--- src/logic/agt_pkg.sv ---
package agt_pkg;

  // Card-side I/O offsets
  localparam logic [3:0] OFS_AD_LO = 4'h4;
  localparam logic [3:0] OFS_AD_HI = 4'h5;
  localparam logic [3:0] OFS_IRQ_CLR = 4'h8;
  localparam logic [3:0] OFS_GAIN = 4'h9;
  localparam logic [3:0] OFS_CHAN = 4'hA;
  localparam logic [3:0] OFS_MODE = 4'hB;
  localparam logic [3:0] OFS_STRIG = 4'hC;

  // Field layout
  localparam int READY_BIT = 4;
  localparam int GAIN_W = 4;
  localparam int CHAN_W = 4;
  localparam int MODE_W = 3;
  localparam int RES_W = 12;
  localparam logic [7:0] BYTE_ZERO = 8'h00;

  // Mode select codes
  localparam logic [2:0] MODE_OFF = 3'h0;
  localparam logic [2:0] MODE_SW_POLL = 3'h1;
  localparam logic [2:0] MODE_PACER_DMA = 3'h2;
  localparam logic [2:0] MODE_PACER_INT = 3'h6;

  // Pin synchroniser slots
  localparam int PIN_EXT = 0;
  localparam int PIN_PACER = 1;
  localparam int PIN_JUMP = 2;
  localparam int PIN_DIFF = 3;
  localparam int PIN_N = 4;

  // Host register map (AXI4-Lite byte addresses)
  localparam logic [4:0] HREG_CMD = 5'h00;
  localparam logic [4:0] HREG_STATUS = 5'h04;
  localparam logic [4:0] HREG_EVENTS = 5'h08;
  localparam logic [4:0] HREG_MASK = 5'h0C;
  localparam logic [4:0] HREG_DMA = 5'h10;
  localparam logic [1:0] RESP_OKAY = 2'b00;
  localparam logic [1:0] RESP_SLVERR = 2'b10;

  // Host command ops
  localparam logic [1:0] OP_WRITE = 2'h0;
  localparam logic [1:0] OP_READ = 2'h1;
  localparam logic [1:0] OP_CONVERT = 2'h2;

  // Host event bits
  localparam int EV_DONE = 0;
  localparam int EV_IRQ = 1;
  localparam int EV_DMA = 2;
  localparam int EV_TIMEOUT = 3;
  localparam int EV_N = 4;

  // Timing
  localparam int CLK_MHZ = 100;
  localparam int GAIN_SETTLE_US = 1300;
  localparam int MUX_SETTLE_US = 100;
  localparam int SETTLE_W = 18;
  localparam int POLL_LIMIT_DEF = 1000;

  typedef enum logic [3:0] {
    AD_IDLE = 4'b0001,
    AD_CONV = 4'b0010,
    AD_DMA_LO = 4'b0100,
    AD_DMA_HI = 4'b1000
  } agt_dev_state_e;

  typedef enum logic [4:0] {
    H_IDLE = 5'b00001,
    H_SETTLE = 5'b00010,
    H_WR = 5'b00100,
    H_RD = 5'b01000,
    H_RDW = 5'b10000
  } agt_host_state_e;

endpackage

--- src/logic/agt_io_if.sv ---
interface agt_io_if;
  logic [3:0] io_addr;
  logic [7:0] io_wdata;
  logic io_wr;
  logic io_rd;
  logic [7:0] io_rdata;
  logic irq;
  logic dma_req;
  logic dma_ack;

  modport dev (
    input io_addr, io_wdata, io_wr, io_rd, dma_ack,
    output io_rdata, irq, dma_req
  );

  modport host (
    output io_addr, io_wdata, io_wr, io_rd, dma_ack,
    input io_rdata, irq, dma_req
  );
endinterface

--- src/logic/agt_host.sv ---
module agt_host
  import agt_pkg::*;
#(
  parameter int GAIN_SETTLE_CYC = GAIN_SETTLE_US * CLK_MHZ,
  parameter int MUX_SETTLE_CYC = MUX_SETTLE_US * CLK_MHZ,
  parameter int POLL_LIMIT = POLL_LIMIT_DEF
) (
  // Clock and control
  input wire logic clk,
  input wire logic rst,
  input wire logic ce,
  // AXI4-Lite slave
  input wire logic [4:0] s_axi_awaddr,
  input wire logic s_axi_awvalid,
  output logic s_axi_awready,
  input wire logic [31:0] s_axi_wdata,
  input wire logic [3:0] s_axi_wstrb,
  input wire logic s_axi_wvalid,
  output logic s_axi_wready,
  output logic [1:0] s_axi_bresp,
  output logic s_axi_bvalid,
  input wire logic s_axi_bready,
  input wire logic [4:0] s_axi_araddr,
  input wire logic s_axi_arvalid,
  output logic s_axi_arready,
  output logic [31:0] s_axi_rdata,
  output logic [1:0] s_axi_rresp,
  output logic s_axi_rvalid,
  input wire logic s_axi_rready,
  // Interrupt
  output logic irq_out,
  // Card bus
  agt_io_if.host bus
);

  typedef struct packed {
    logic awv, wv, awrdy, wrdy, arrdy, bvalid, rvalid;
    logic [4:0] awaddr;
    logic [31:0] wdata;
    logic [3:0] wstrb;
    logic [1:0] bresp, rresp;
    logic [31:0] rdata;
    logic [EV_N-1:0] mask, events;
    logic irq_out, irq_prev;
    agt_host_state_e state;
    logic [1:0] op;
    logic poll_phase;
    logic [3:0] io_addr;
    logic [7:0] io_wdata, rd_byte;
    logic io_wr, io_rd, dma_ack, dma_cap, dma_hi;
    logic [SETTLE_W-1:0] settle;
    logic [15:0] polls;
    logic [RES_W-1:0] result, dma_word;
    logic addr_err;
  } agt_host_s;

  agt_host_s q, d;
  logic cmd_go;

  always_comb begin
    d = q;
    cmd_go = 1'b0;
    d.irq_prev = bus.irq;
    if (q.settle != '0) begin
      d.settle = q.settle - 1'b1;
    end
    // AXI write channels
    if (s_axi_awvalid && q.awrdy) begin
      d.awv = 1'b1;
      d.awaddr = s_axi_awaddr;
    end
    if (s_axi_wvalid && q.wrdy) begin
      d.wv = 1'b1;
      d.wdata = s_axi_wdata;
      d.wstrb = s_axi_wstrb;
    end
    if (q.bvalid && s_axi_bready) begin
      d.bvalid = 1'b0;
    end
    if (q.awv && q.wv && !q.bvalid) begin
      d.awv = 1'b0;
      d.wv = 1'b0;
      d.bvalid = 1'b1;
      d.bresp = RESP_OKAY;
      if (q.awaddr == HREG_CMD) begin
        cmd_go = q.state == H_IDLE;
      end else if (q.awaddr == HREG_MASK) begin
        if (q.wstrb[0]) begin
          d.mask = q.wdata[EV_N-1:0];
        end
      end else if (q.awaddr == HREG_STATUS || q.awaddr == HREG_EVENTS || q.awaddr == HREG_DMA) begin
        d.bresp = RESP_OKAY;
      end else begin
        d.bresp = RESP_SLVERR;
      end
    end
    // AXI read channel
    if (q.rvalid && s_axi_rready) begin
      d.rvalid = 1'b0;
    end
    if (s_axi_arvalid && q.arrdy) begin
      d.rvalid = 1'b1;
      d.rresp = RESP_OKAY;
      d.rdata = '0;
      if (s_axi_araddr == HREG_CMD) begin
        d.rdata = '0;
      end else if (s_axi_araddr == HREG_STATUS) begin
        d.rdata = {4'h0, q.result, q.rd_byte, 6'h00, q.addr_err, q.state != H_IDLE};
      end else if (s_axi_araddr == HREG_EVENTS) begin
        d.rdata = {28'h0000000, q.events};
        d.events = '0;
      end else if (s_axi_araddr == HREG_MASK) begin
        d.rdata = {28'h0000000, q.mask};
      end else if (s_axi_araddr == HREG_DMA) begin
        d.rdata = {20'h00000, q.dma_word};
      end else begin
        d.rresp = RESP_SLVERR;
      end
    end
    // Interrupt line edge sets an event
    if (bus.irq && !q.irq_prev) begin
      d.events[EV_IRQ] = 1'b1;
    end
    // Two DMA bytes per result, low first
    d.dma_ack = 1'b0;
    d.dma_cap = q.dma_ack;
    if (bus.dma_req && !q.dma_ack && !q.dma_cap && q.state == H_IDLE) begin
      d.dma_ack = 1'b1;
    end
    if (q.dma_cap) begin
      d.dma_hi = !q.dma_hi;
      if (q.dma_hi) begin
        d.dma_word[RES_W-1:8] = bus.io_rdata[RES_W-9:0];
        d.events[EV_DMA] = 1'b1;
      end else begin
        d.dma_word[7:0] = bus.io_rdata;
      end
    end
    // Command sequencer
    d.io_wr = 1'b0;
    d.io_rd = 1'b0;
    case (q.state)
      H_IDLE: begin
        if (cmd_go) begin
          d.op = q.wdata[17:16];
          d.io_addr = q.wdata[3:0];
          d.io_wdata = q.wdata[15:8];
          d.poll_phase = 1'b0;
          if (q.wdata[17:16] == OP_CONVERT) begin
            d.io_addr = OFS_STRIG;
            d.state = H_SETTLE;
          end else if (q.wdata[17:16] == OP_READ) begin
            d.io_rd = 1'b1;
            d.state = H_RD;
          end else begin
            d.io_wr = 1'b1;
            d.state = H_WR;
          end
        end
      end
      H_SETTLE: begin
        if (q.settle == '0) begin
          d.io_wr = 1'b1;
          d.state = H_WR;
        end
      end
      H_WR: begin
        if (q.io_addr == OFS_GAIN && q.settle < SETTLE_W'(GAIN_SETTLE_CYC)) begin
          d.settle = SETTLE_W'(GAIN_SETTLE_CYC);
        end else if (q.io_addr == OFS_CHAN && q.settle < SETTLE_W'(MUX_SETTLE_CYC)) begin
          d.settle = SETTLE_W'(MUX_SETTLE_CYC);
        end
        if (q.op == OP_CONVERT) begin
          d.io_addr = OFS_AD_HI;
          d.io_rd = 1'b1;
          d.polls = '0;
          d.state = H_RD;
        end else begin
          d.events[EV_DONE] = 1'b1;
          d.state = H_IDLE;
        end
      end
      H_RD: begin
        d.state = H_RDW;
      end
      H_RDW: begin
        d.rd_byte = bus.io_rdata;
        d.state = H_IDLE;
        if (q.op != OP_CONVERT || q.poll_phase) begin
          d.events[EV_DONE] = 1'b1;
          if (q.poll_phase) begin
            d.result[7:0] = bus.io_rdata;
          end
        end else if (!bus.io_rdata[READY_BIT]) begin
          d.result[RES_W-1:8] = bus.io_rdata[RES_W-9:0];
          d.addr_err = 1'b0;
          d.poll_phase = 1'b1;
          d.io_addr = OFS_AD_LO;
          d.io_rd = 1'b1;
          d.state = H_RD;
        end else if (q.polls == 16'(POLL_LIMIT - 1)) begin
          d.addr_err = 1'b1;
          d.events[EV_TIMEOUT] = 1'b1;
          d.events[EV_DONE] = 1'b1;
        end else begin
          d.polls = q.polls + 16'h0001;
          d.io_rd = 1'b1;
          d.state = H_RD;
        end
      end
      default: begin
        d.state = H_IDLE;
      end
    endcase
    d.awrdy = !d.awv && !d.bvalid;
    d.wrdy = !d.wv && !d.bvalid;
    d.arrdy = !d.rvalid;
    d.irq_out = |(d.events & d.mask);
  end

  always_ff @(posedge clk) begin
    if (rst) begin
      q <= '0;
      q.state <= H_IDLE;
    end else if (ce) begin
      q <= d;
    end
  end

  assign s_axi_awready = q.awrdy;
  assign s_axi_wready = q.wrdy;
  assign s_axi_bvalid = q.bvalid;
  assign s_axi_bresp = q.bresp;
  assign s_axi_arready = q.arrdy;
  assign s_axi_rvalid = q.rvalid;
  assign s_axi_rdata = q.rdata;
  assign s_axi_rresp = q.rresp;
  assign irq_out = q.irq_out;
  assign bus.io_addr = q.io_addr;
  assign bus.io_wdata = q.io_wdata;
  assign bus.io_wr = q.io_wr;
  assign bus.io_rd = q.io_rd;
  assign bus.dma_ack = q.dma_ack;

endmodule

--- src/flat_wrapper.sv ---
// flat-port wrapper written by rule: the top's interface ports become plain ports
module agt_host_flat import agt_pkg::*;
#(
  parameter int GAIN_SETTLE_CYC = GAIN_SETTLE_US * CLK_MHZ,
  parameter int MUX_SETTLE_CYC = MUX_SETTLE_US * CLK_MHZ,
  parameter int POLL_LIMIT = POLL_LIMIT_DEF
)
  (clk, rst, ce, s_axi_awaddr, s_axi_awvalid, s_axi_awready, s_axi_wdata, s_axi_wstrb, s_axi_wvalid, s_axi_wready, s_axi_bresp, s_axi_bvalid, s_axi_bready, s_axi_araddr, s_axi_arvalid, s_axi_arready, s_axi_rdata, s_axi_rresp, s_axi_rvalid, s_axi_rready, irq_out, bus_io_addr, bus_io_wdata, bus_io_wr, bus_io_rd, bus_dma_ack, bus_io_rdata, bus_irq, bus_dma_req);
  agt_io_if bus_i ();
  input wire logic clk;
  input wire logic rst;
  input wire logic ce;
  input wire logic [4:0] s_axi_awaddr;
  input wire logic s_axi_awvalid;
  output logic s_axi_awready;
  input wire logic [31:0] s_axi_wdata;
  input wire logic [3:0] s_axi_wstrb;
  input wire logic s_axi_wvalid;
  output logic s_axi_wready;
  output logic [1:0] s_axi_bresp;
  output logic s_axi_bvalid;
  input wire logic s_axi_bready;
  input wire logic [4:0] s_axi_araddr;
  input wire logic s_axi_arvalid;
  output logic s_axi_arready;
  output logic [31:0] s_axi_rdata;
  output logic [1:0] s_axi_rresp;
  output logic s_axi_rvalid;
  input wire logic s_axi_rready;
  output logic irq_out;
  output wire logic [$bits(bus_i.io_addr)-1:0] bus_io_addr;
  output wire logic [$bits(bus_i.io_wdata)-1:0] bus_io_wdata;
  output wire logic [$bits(bus_i.io_wr)-1:0] bus_io_wr;
  output wire logic [$bits(bus_i.io_rd)-1:0] bus_io_rd;
  output wire logic [$bits(bus_i.dma_ack)-1:0] bus_dma_ack;
  input wire logic [$bits(bus_i.io_rdata)-1:0] bus_io_rdata;
  input wire logic [$bits(bus_i.irq)-1:0] bus_irq;
  input wire logic [$bits(bus_i.dma_req)-1:0] bus_dma_req;
  assign bus_io_addr = bus_i.io_addr;
  assign bus_io_wdata = bus_i.io_wdata;
  assign bus_io_wr = bus_i.io_wr;
  assign bus_io_rd = bus_i.io_rd;
  assign bus_dma_ack = bus_i.dma_ack;
  assign bus_i.io_rdata = bus_io_rdata;
  assign bus_i.irq = bus_irq;
  assign bus_i.dma_req = bus_dma_req;
  agt_host #(.GAIN_SETTLE_CYC(GAIN_SETTLE_CYC), .MUX_SETTLE_CYC(MUX_SETTLE_CYC), .POLL_LIMIT(POLL_LIMIT)) u_core (.clk(clk), .rst(rst), .ce(ce), .s_axi_awaddr(s_axi_awaddr), .s_axi_awvalid(s_axi_awvalid), .s_axi_awready(s_axi_awready), .s_axi_wdata(s_axi_wdata), .s_axi_wstrb(s_axi_wstrb), .s_axi_wvalid(s_axi_wvalid), .s_axi_wready(s_axi_wready), .s_axi_bresp(s_axi_bresp), .s_axi_bvalid(s_axi_bvalid), .s_axi_bready(s_axi_bready), .s_axi_araddr(s_axi_araddr), .s_axi_arvalid(s_axi_arvalid), .s_axi_arready(s_axi_arready), .s_axi_rdata(s_axi_rdata), .s_axi_rresp(s_axi_rresp), .s_axi_rvalid(s_axi_rvalid), .s_axi_rready(s_axi_rready), .irq_out(irq_out), .bus(bus_i));
endmodule
--- config.mk ---
export PLATFORM = sky130hd
export DESIGN_NAME = agt_host_flat
export DESIGN_NICKNAME = d
export VERILOG_FILES = /design/src/logic/agt_pkg.sv /design/src/logic/agt_io_if.sv /design/src/logic/agt_host.sv /design/src/flat_wrapper.sv
export SDC_FILE = /design/constraint.sdc
export NUM_CORES = 1
export LEC_CHECK = 0
export CAP_MARGIN = 20
export CORE_MARGIN = 1.5
export CORE_UTILIZATION = 66
export CTS_BUF_LIST = sky130_fd_sc_hd__clkbuf_16
export DETAILED_ROUTE_END_ITERATION = 7
export DONT_BUFFER_PORTS = 1
export GPL_TIMING_DRIVEN = 0
export PLACE_DENSITY = 0.9
export SETUP_SLACK_MARGIN = 0.3
export SYNTH_ARGS = -nofsm -noshare
export SYNTH_HDL_FRONTEND = slang
export SYNTH_SLANG_ARGS = --single-unit
--- constraint.sdc ---
create_clock -name clk -period 4 [get_ports clk]
set_input_delay 0.8 -clock clk [delete_from_list [all_inputs] [get_ports clk]]
set_output_delay 0.8 -clock clk [all_outputs]
set_load 0.05 [all_outputs]
==> results.sh, run 1 <==
export IMPL_status="finished clean"
export IMPL_num_antenna_cells=0
export IMPL_cp_required_ns=4.37
export IMPL_syn_avg_cell_area_um2=8.30
export IMPL_ys_ff_latch=159
export IMPL_clock_skew_ns=0.00792
export IMPL_yosys_area_top_type_share=0.429
export IMPL_crit_fanout=10
export IMPL_met2_length_um=9780
export IMPL_utilization=0.753
export IMPL_finalNetCount=986
export IMPL_switching_power_uw=1430
export IMPL_routabilityCongestion=0.929
export IMPL_cts_sinks=159
export IMPL_row_count=38
export IMPL_via_per_inst=6.27
export IMPL_final_area_mm2=0.00820
export IMPL_die_area_mm2=0.0119
export IMPL_post_cts_buffers=0
export IMPL_fmax_mhz=338
export IMPL_synth_edf_count=0
export IMPL_power_density_mw_per_mm2=540
export IMPL_wl_met3_um=1600
export IMPL_irDropWorstVdd_v=0.000410
export IMPL_cts_resized=0
export IMPL_routed_wl_um=20200
export IMPL_power_frac_seq=0.406
export IMPL_drt_wirelength_per_cell_um=18.8
export IMPL_antenna_found_initial=0
export IMPL_ys_async_sr_fraction=0
export IMPL_path_class="flop to flop"
export IMPL_synth_area_leaders="dfxtp_1, a21oi_1, nand2_1"
export IMPL_start_util=0.682
export IMPL_relSlewSlack=0.479
export IMPL_synth_distinct_cells=71
export IMPL_setup_viol=0
export IMPL_grt_pass1_vias=6460
export IMPL_syn2layout_area_growth_pct=10.5
export IMPL_internal_power_uw=2990
export IMPL_grt_overflow=0
export IMPL_highest_layer="met4"
export IMPL_ys_flop_type="dfxtp_1"
export IMPL_pwr_share_clk=0.365
export IMPL_period_minus_slack_ns=2.96
export IMPL_drt_pass1_iterations=6
export IMPL_clk_insertion_delay_late_ns=0.44
export IMPL_arrival_ns=3.33
export IMPL_report_final_slew_viol_count=0
export IMPL_yosys_warnings=0
export IMPL_cap_violations=0
export IMPL_max_clock_path_buffers=2
export IMPL_synth_area_leader_cell="dfxtp_1"
export IMPL_drive_above_1_share=0.128
export IMPL_placed_area_mm2=0.00762
export IMPL_p_sw_frac=0.324
export IMPL_drt_iter0_drc=639
export IMPL_fp_dieH_um=109
export IMPL_finalCritPeriodShare=0.740
export IMPL_pwr_share_comb=0.229
export IMPL_reg2reg_slack_ns=1.04
export IMPL_reg2reg_depth=6
export IMPL_worstHoldPathType="flop to flop"
export IMPL_htree_levels=4
export IMPL_postRouteAntennaNets=0
export IMPL_syn_inst=894
export IMPL_synth_seq_area_share=0.429
export IMPL_wl_met1_um=8130
export IMPL_synth_common_cells="dfxtp_1, nand2_1, nor2_1"
export IMPL_cts_buffers=17
export IMPL_p_leak_uw=0.00310
export IMPL_cts_tree="built"
export IMPL_rsz0062_at_grt="false"
export IMPL_cp_start_kind="flop"
export IMPL_grt_total_usage=0.345
export IMPL_coreArea_mm2=0.0109
export IMPL_hold_depth=2
export IMPL_grt_max_degree=17
export IMPL_numPortBuffers=0
export IMPL_end_kind="flop"
export IMPL_yosysMostFrequentCell="dfxtp_1"
export IMPL_cts_hold_buf=0
export IMPL_die_w_um=109
export IMPL_root_buffer="clkbuf_16"
export IMPL_hold_viol=0
export IMPL_syn_area_mm2=0.00742
export IMPL_ios=121
export IMPL_drc=0
export IMPL_finalSetupTns_ns=0
export IMPL_grt_pass1_wl_um=31400
export IMPL_dr_total_vias=6719
export IMPL_clk_pin_slew_ns=0.07
export IMPL_tightest_slew_ns=0.778
export IMPL_hpwl_um=13600
[cells in the final DEF, fill, tap and decap left out, types with 4 or more instances in the layout]
| cell | Yosys | layout |
|---|---|---|
| nand2b_1 | 10 | 10 |
| mux2i_1 | 39 | 39 |
| nand2_1 | 110 | 110 |
| a21oi_1 | 94 | 94 |
| inv_1 | 13 | 13 |
| xnor2_1 | 5 | 5 |
| clkbuf_16 | 0 | 17 |
| nor2b_1 | 13 | 13 |
| buf_2 | 8 | 8 |
| conb_1 | 1 | 6 |
| xor2_1 | 4 | 4 |
| a22oi_1 | 24 | 24 |
| dfxtp_1 | 159 | 159 |
| nor3b_1 | 4 | 4 |
| nand3_1 | 31 | 31 |
| a31oi_1 | 5 | 5 |
| nor3_1 | 17 | 17 |
| nor3_2 | 4 | 4 |
| o21a_1 | 4 | 4 |
| inv_6 | 0 | 4 |
| o31ai_1 | 7 | 7 |
| nor2_1 | 110 | 110 |
| nand3b_1 | 5 | 5 |
| buf_4 | 50 | 50 |
| clkbuf_1 | 38 | 38 |
| nor4_1 | 9 | 9 |
| o21ai_0 | 25 | 25 |
| or2_2 | 6 | 6 |
| ha_1 | 4 | 4 |
| or4_1 | 5 | 5 |
| or3_1 | 9 | 9 |
| nor4b_1 | 6 | 6 |
| a211oi_1 | 7 | 7 |
| nand4_1 | 14 | 14 |
[flip-flops by register name, summed over array words and instances (netlist names)]
register	count
u_core.q	108
u_core.s_axi_rdata	28
u_core.bus.io_wdata	8
u_core.bus.io_addr	4
u_core.bus.dma_ack	1
u_core.bus.io_rd	1
u_core.bus.io_wr	1
u_core.irq_out	1
u_core.s_axi_arready	1
u_core.s_axi_awready	1
u_core.s_axi_bresp	1
u_core.s_axi_bvalid	1
u_core.s_axi_rresp	1
u_core.s_axi_rvalid	1
u_core.s_axi_wready	1
[critical path: stages, from the launching register on]
cell and delay [ns]:
dfxtp_1 0.72, nand3_1 0.49, or3_1 0.49, nor3b_1 0.31, clkbuf_1 0.53, a22oi_1 0.19
nor2_1 0.16
[metal layers]
layer,vias up,track usage
met5,-,0
met4,0,0.168
met3,69,0.0885
met2,332,0.574
met1,3176,0.415
li1,3142,-
[final cells by class]
cell class | instances | area, µm²
flip-flops and latches | 159 | 3180
clock inverters | 15 | 158
plain buffers | 98 | 571
well taps | 140 | 175
multi-input cells | 629 | 3640
fillers | 763 | 2690
clock buffers | 17 | 425
inverters | 13 | 48.8
[worst paths after layout]
check | startpoint | end
max | u_core.s_axi_arready | u_core.s_axi_rdata[14]
max reg2reg | u_core.s_axi_arready | u_core.s_axi_rdata[14]
min | u_core.s_axi_rdata[0] | u_core.s_axi_rdata[0]
min reg2reg | u_core.s_axi_rdata[0] | u_core.s_axi_rdata[0]
[per-stage QoR]
stage | hold slack, ns | std cells | total power (µW) | setup WS [ns]
finish | 0.455 | 1071 | 4430 | 1.04
detailed placement | 0.448 | 1039 | 2800 | 1.19
global placement | 0.443 | 1039 | 2780 | 1.23
floorplan | 0.436 | 899 | 2600 | 1.60
global route | 0.479 | 1071 | 4590 | 0.952
CTS | 0.456 | 1071 | 4380 | 1.15
[power groups by stage]
stage,registers [µW],logic (µW),clock network [µW]
after floorplan,1800,800,0
after global placement,1820,959,0
after detailed placement,1820,976,0
after CTS,1790,991,1600
after global routing,1810,1110,1670
final,1800,1010,1620
[kinds of logic after synthesis]
kind of cell             synth area share
flip-flops                          0.429
XOR/XNOR                           0.0106
multiplexers                       0.0526
buffers and inverters              0.0834
other                            0.000505
AO/OA/AOI/OAI                       0.165
AND/OR/NAND/NOR                     0.252
adder cells (fa/ha/maj)           0.00674
Note: power is estimated with default switching activity, not from simulation.
==> run 2, diff against run 1 <==
Settings changed: CORE_UTILIZATION 66 to 57, PLACE_DENSITY 0.9 to 0.83.
Clock period 4 ns to 2.55 ns, I/O delays scaled along.
==> run 2 against run 1 <==
Compared with the run above: global-route usage fell by 4.3 points; maximum frequency increased by 26%; largest power group unchanged; combinational power is 120% higher; utilization is 6.9 points lower; largest cell class unchanged; count of clock-buffer cells in the layout is the same.
==> results.sh, run 2 (synthesis gave the netlist of run 1 again) <==
export IMPL_finalNetCount=1005
export IMPL_postRouteAntennaNets=0
export IMPL_clk_pin_slew_ns=0.06
export IMPL_cts_hold_buf=0
export IMPL_min_from="s_axi_wdata[9]"
export IMPL_via_per_inst=6.18
export IMPL_largest_register="u_core.q"
export IMPL_crit_fanout=5
export IMPL_die_w_um=117
export IMPL_grt_overflow=0
export IMPL_cp_start_kind="flop"
export IMPL_report_final_slew_viol_count=0
export IMPL_grt_pass1_wl_um=31800
export IMPL_cp_startpoint="u_core.q[174]"
export IMPL_row_count=41
export IMPL_grt_max_degree=17
export IMPL_status="finished clean"
export IMPL_antenna_found_initial=1
export IMPL_dp_cells=1071
export IMPL_numPortBuffers=0
export IMPL_layout_common_cells="dfxtp_1, nor2_1, nand2_1, a21oi_1, buf_4"
export IMPL_setup_viol=0
export IMPL_drt_pass1_iterations=5
export IMPL_die_area_mm2=0.0137
export IMPL_hpwl_um=13600
export IMPL_hold_viol=0
export IMPL_met3_usage=0.0814
export IMPL_largest_reg_flops=108
export IMPL_dr_total_vias=6934
export IMPL_clock_skew_ns=0.0103
export IMPL_p_leak_uw=0.00325
export IMPL_tightest_slew_ns=0.973
export IMPL_cts_sinks=159
export IMPL_path_class="flop to flop"
export IMPL_r2r_start="u_core.q[174]"
export IMPL_rsz0062_at_grt="true"
export IMPL_irDropWorstVdd_v=0.000489
export IMPL_use_met2=0.484
export IMPL_htree_levels=4
export IMPL_total_power_uw=7740
export IMPL_reg2reg_depth=6
export IMPL_grt_pass1_vias=6323
export IMPL_max_clock_path_buffers=2
export IMPL_drc=0
export IMPL_drive_above_1_share=0.190
export IMPL_cp_required_ns=2.91
export IMPL_met1_usage=0.382
export IMPL_hold_depth=2
export IMPL_syn2layout_area_growth_pct=16.7
export IMPL_relSlewSlack=0.342
export IMPL_fp_dieH_um=117
export IMPL_routed_wl_um=20800
export IMPL_arrival_ns=2.72
export IMPL_final_common_cell="dfxtp_1"
export IMPL_end_kind="flop"
export IMPL_fin_cells=1122
export IMPL_cts_tree="built"
export IMPL_ios=121
export IMPL_clk_insertion_delay_late_ns=0.43
export IMPL_cts_buffers=17
export IMPL_root_buffer="clkbuf_16"
export IMPL_top_usage_layer="met2"
export IMPL_finalCritPeriodShare=0.924
export IMPL_coreArea_mm2=0.0127
export IMPL_drt_wirelength_per_cell_um=18.5
export IMPL_routabilityCongestion=0.943
export IMPL_power_density_mw_per_mm2=893
export IMPL_fmax_mhz=424
export IMPL_drt_iter0_drc=634
export IMPL_grt_total_usage=0.303
export IMPL_cap_violations=0
export IMPL_worstHoldPathType="input port to flop"
export IMPL_start_util=0.586
export IMPL_period_minus_slack_ns=2.36
## run 2: cell count changes in the layout (fill, tap and decap cells not counted), sizes merged
cell | before | now
buf | 59 | 79
bufinv | 2 | 3
clkbuf | 55 | 54
clkinv | 7 | 0
clkinvlp | 1 | 4
diode | 0 | 1
inv | 18 | 20
## run 2: critical path, stage by stage (launching register included)
cell,delay [ns]
dfxtp_2,0.32
or3_4,0.40
nor4_4,0.31
nand2b_1,0.17
a311o_2,0.48
or4b_4,0.50
a21oi_2,0.12
## run 2: final cells by class
cell class	count	area, µm²
diodes	1	2.50
plain buffers	98	593
clock buffers	17	425
clock inverters	14	181
fillers	972	4000
inverters	13	48.8
multi-input cells	629	3850
flip-flops and latches	159	3200
well taps	172	215
repair buffers	19	150
## run 2: per-stage QoR
stage	TNS [ns]	utilization	hold WS (ns)	area [µm²]	setup WS (ns)
CTS	0	0.668	0.207	8460	0.211
finish	0	0.684	0.209	8670	0.194
detailed placement	-2.43	0.604	0.447	7660	-0.195
floorplan	0	-	0.436	7440	0.353
global route	0	0.684	0.208	8660	0.144
global placement	-3.30	0.604	0.442	7660	-0.258
## run 2: worst paths after layout
| check | slack (ns) | to |
|---|---|---|
| worst max register to register | 0.19 | u_core.bus.io_addr[1] |
| worst min register to register | 0.45 | u_core.q[152] |
| worst min-delay path | 0.21 | u_core.q[151] |
| worst max-delay path | 0.19 | u_core.bus.io_addr[1] |
## run 2: per-layer routing
| layer | vias up | part of all wire |
|---|---|---|
| met2 | 388 | 0.46 |
| met4 | 0 | 0.038 |
| met1 | 3270 | 0.40 |
| li1 | 3182 | - |
| met3 | 94 | 0.095 |
| met5 | - | 0 |
## run 2: what timing repair did
item,4_1_cts,5_1_grt
resized for setup,27,46
setup buffers,11,8
endpoints found under the setup margin,67,58
pin swaps,7,23
## run 2: report_power, final
group / internal (µW) / total [µW] / switching, µW
registers: 2630 / 2840 / 208
logic: 1030 / 2260 / 1230
clock network: 1550 / 2640 / 1090
total: 5210 / 7740 / 2530
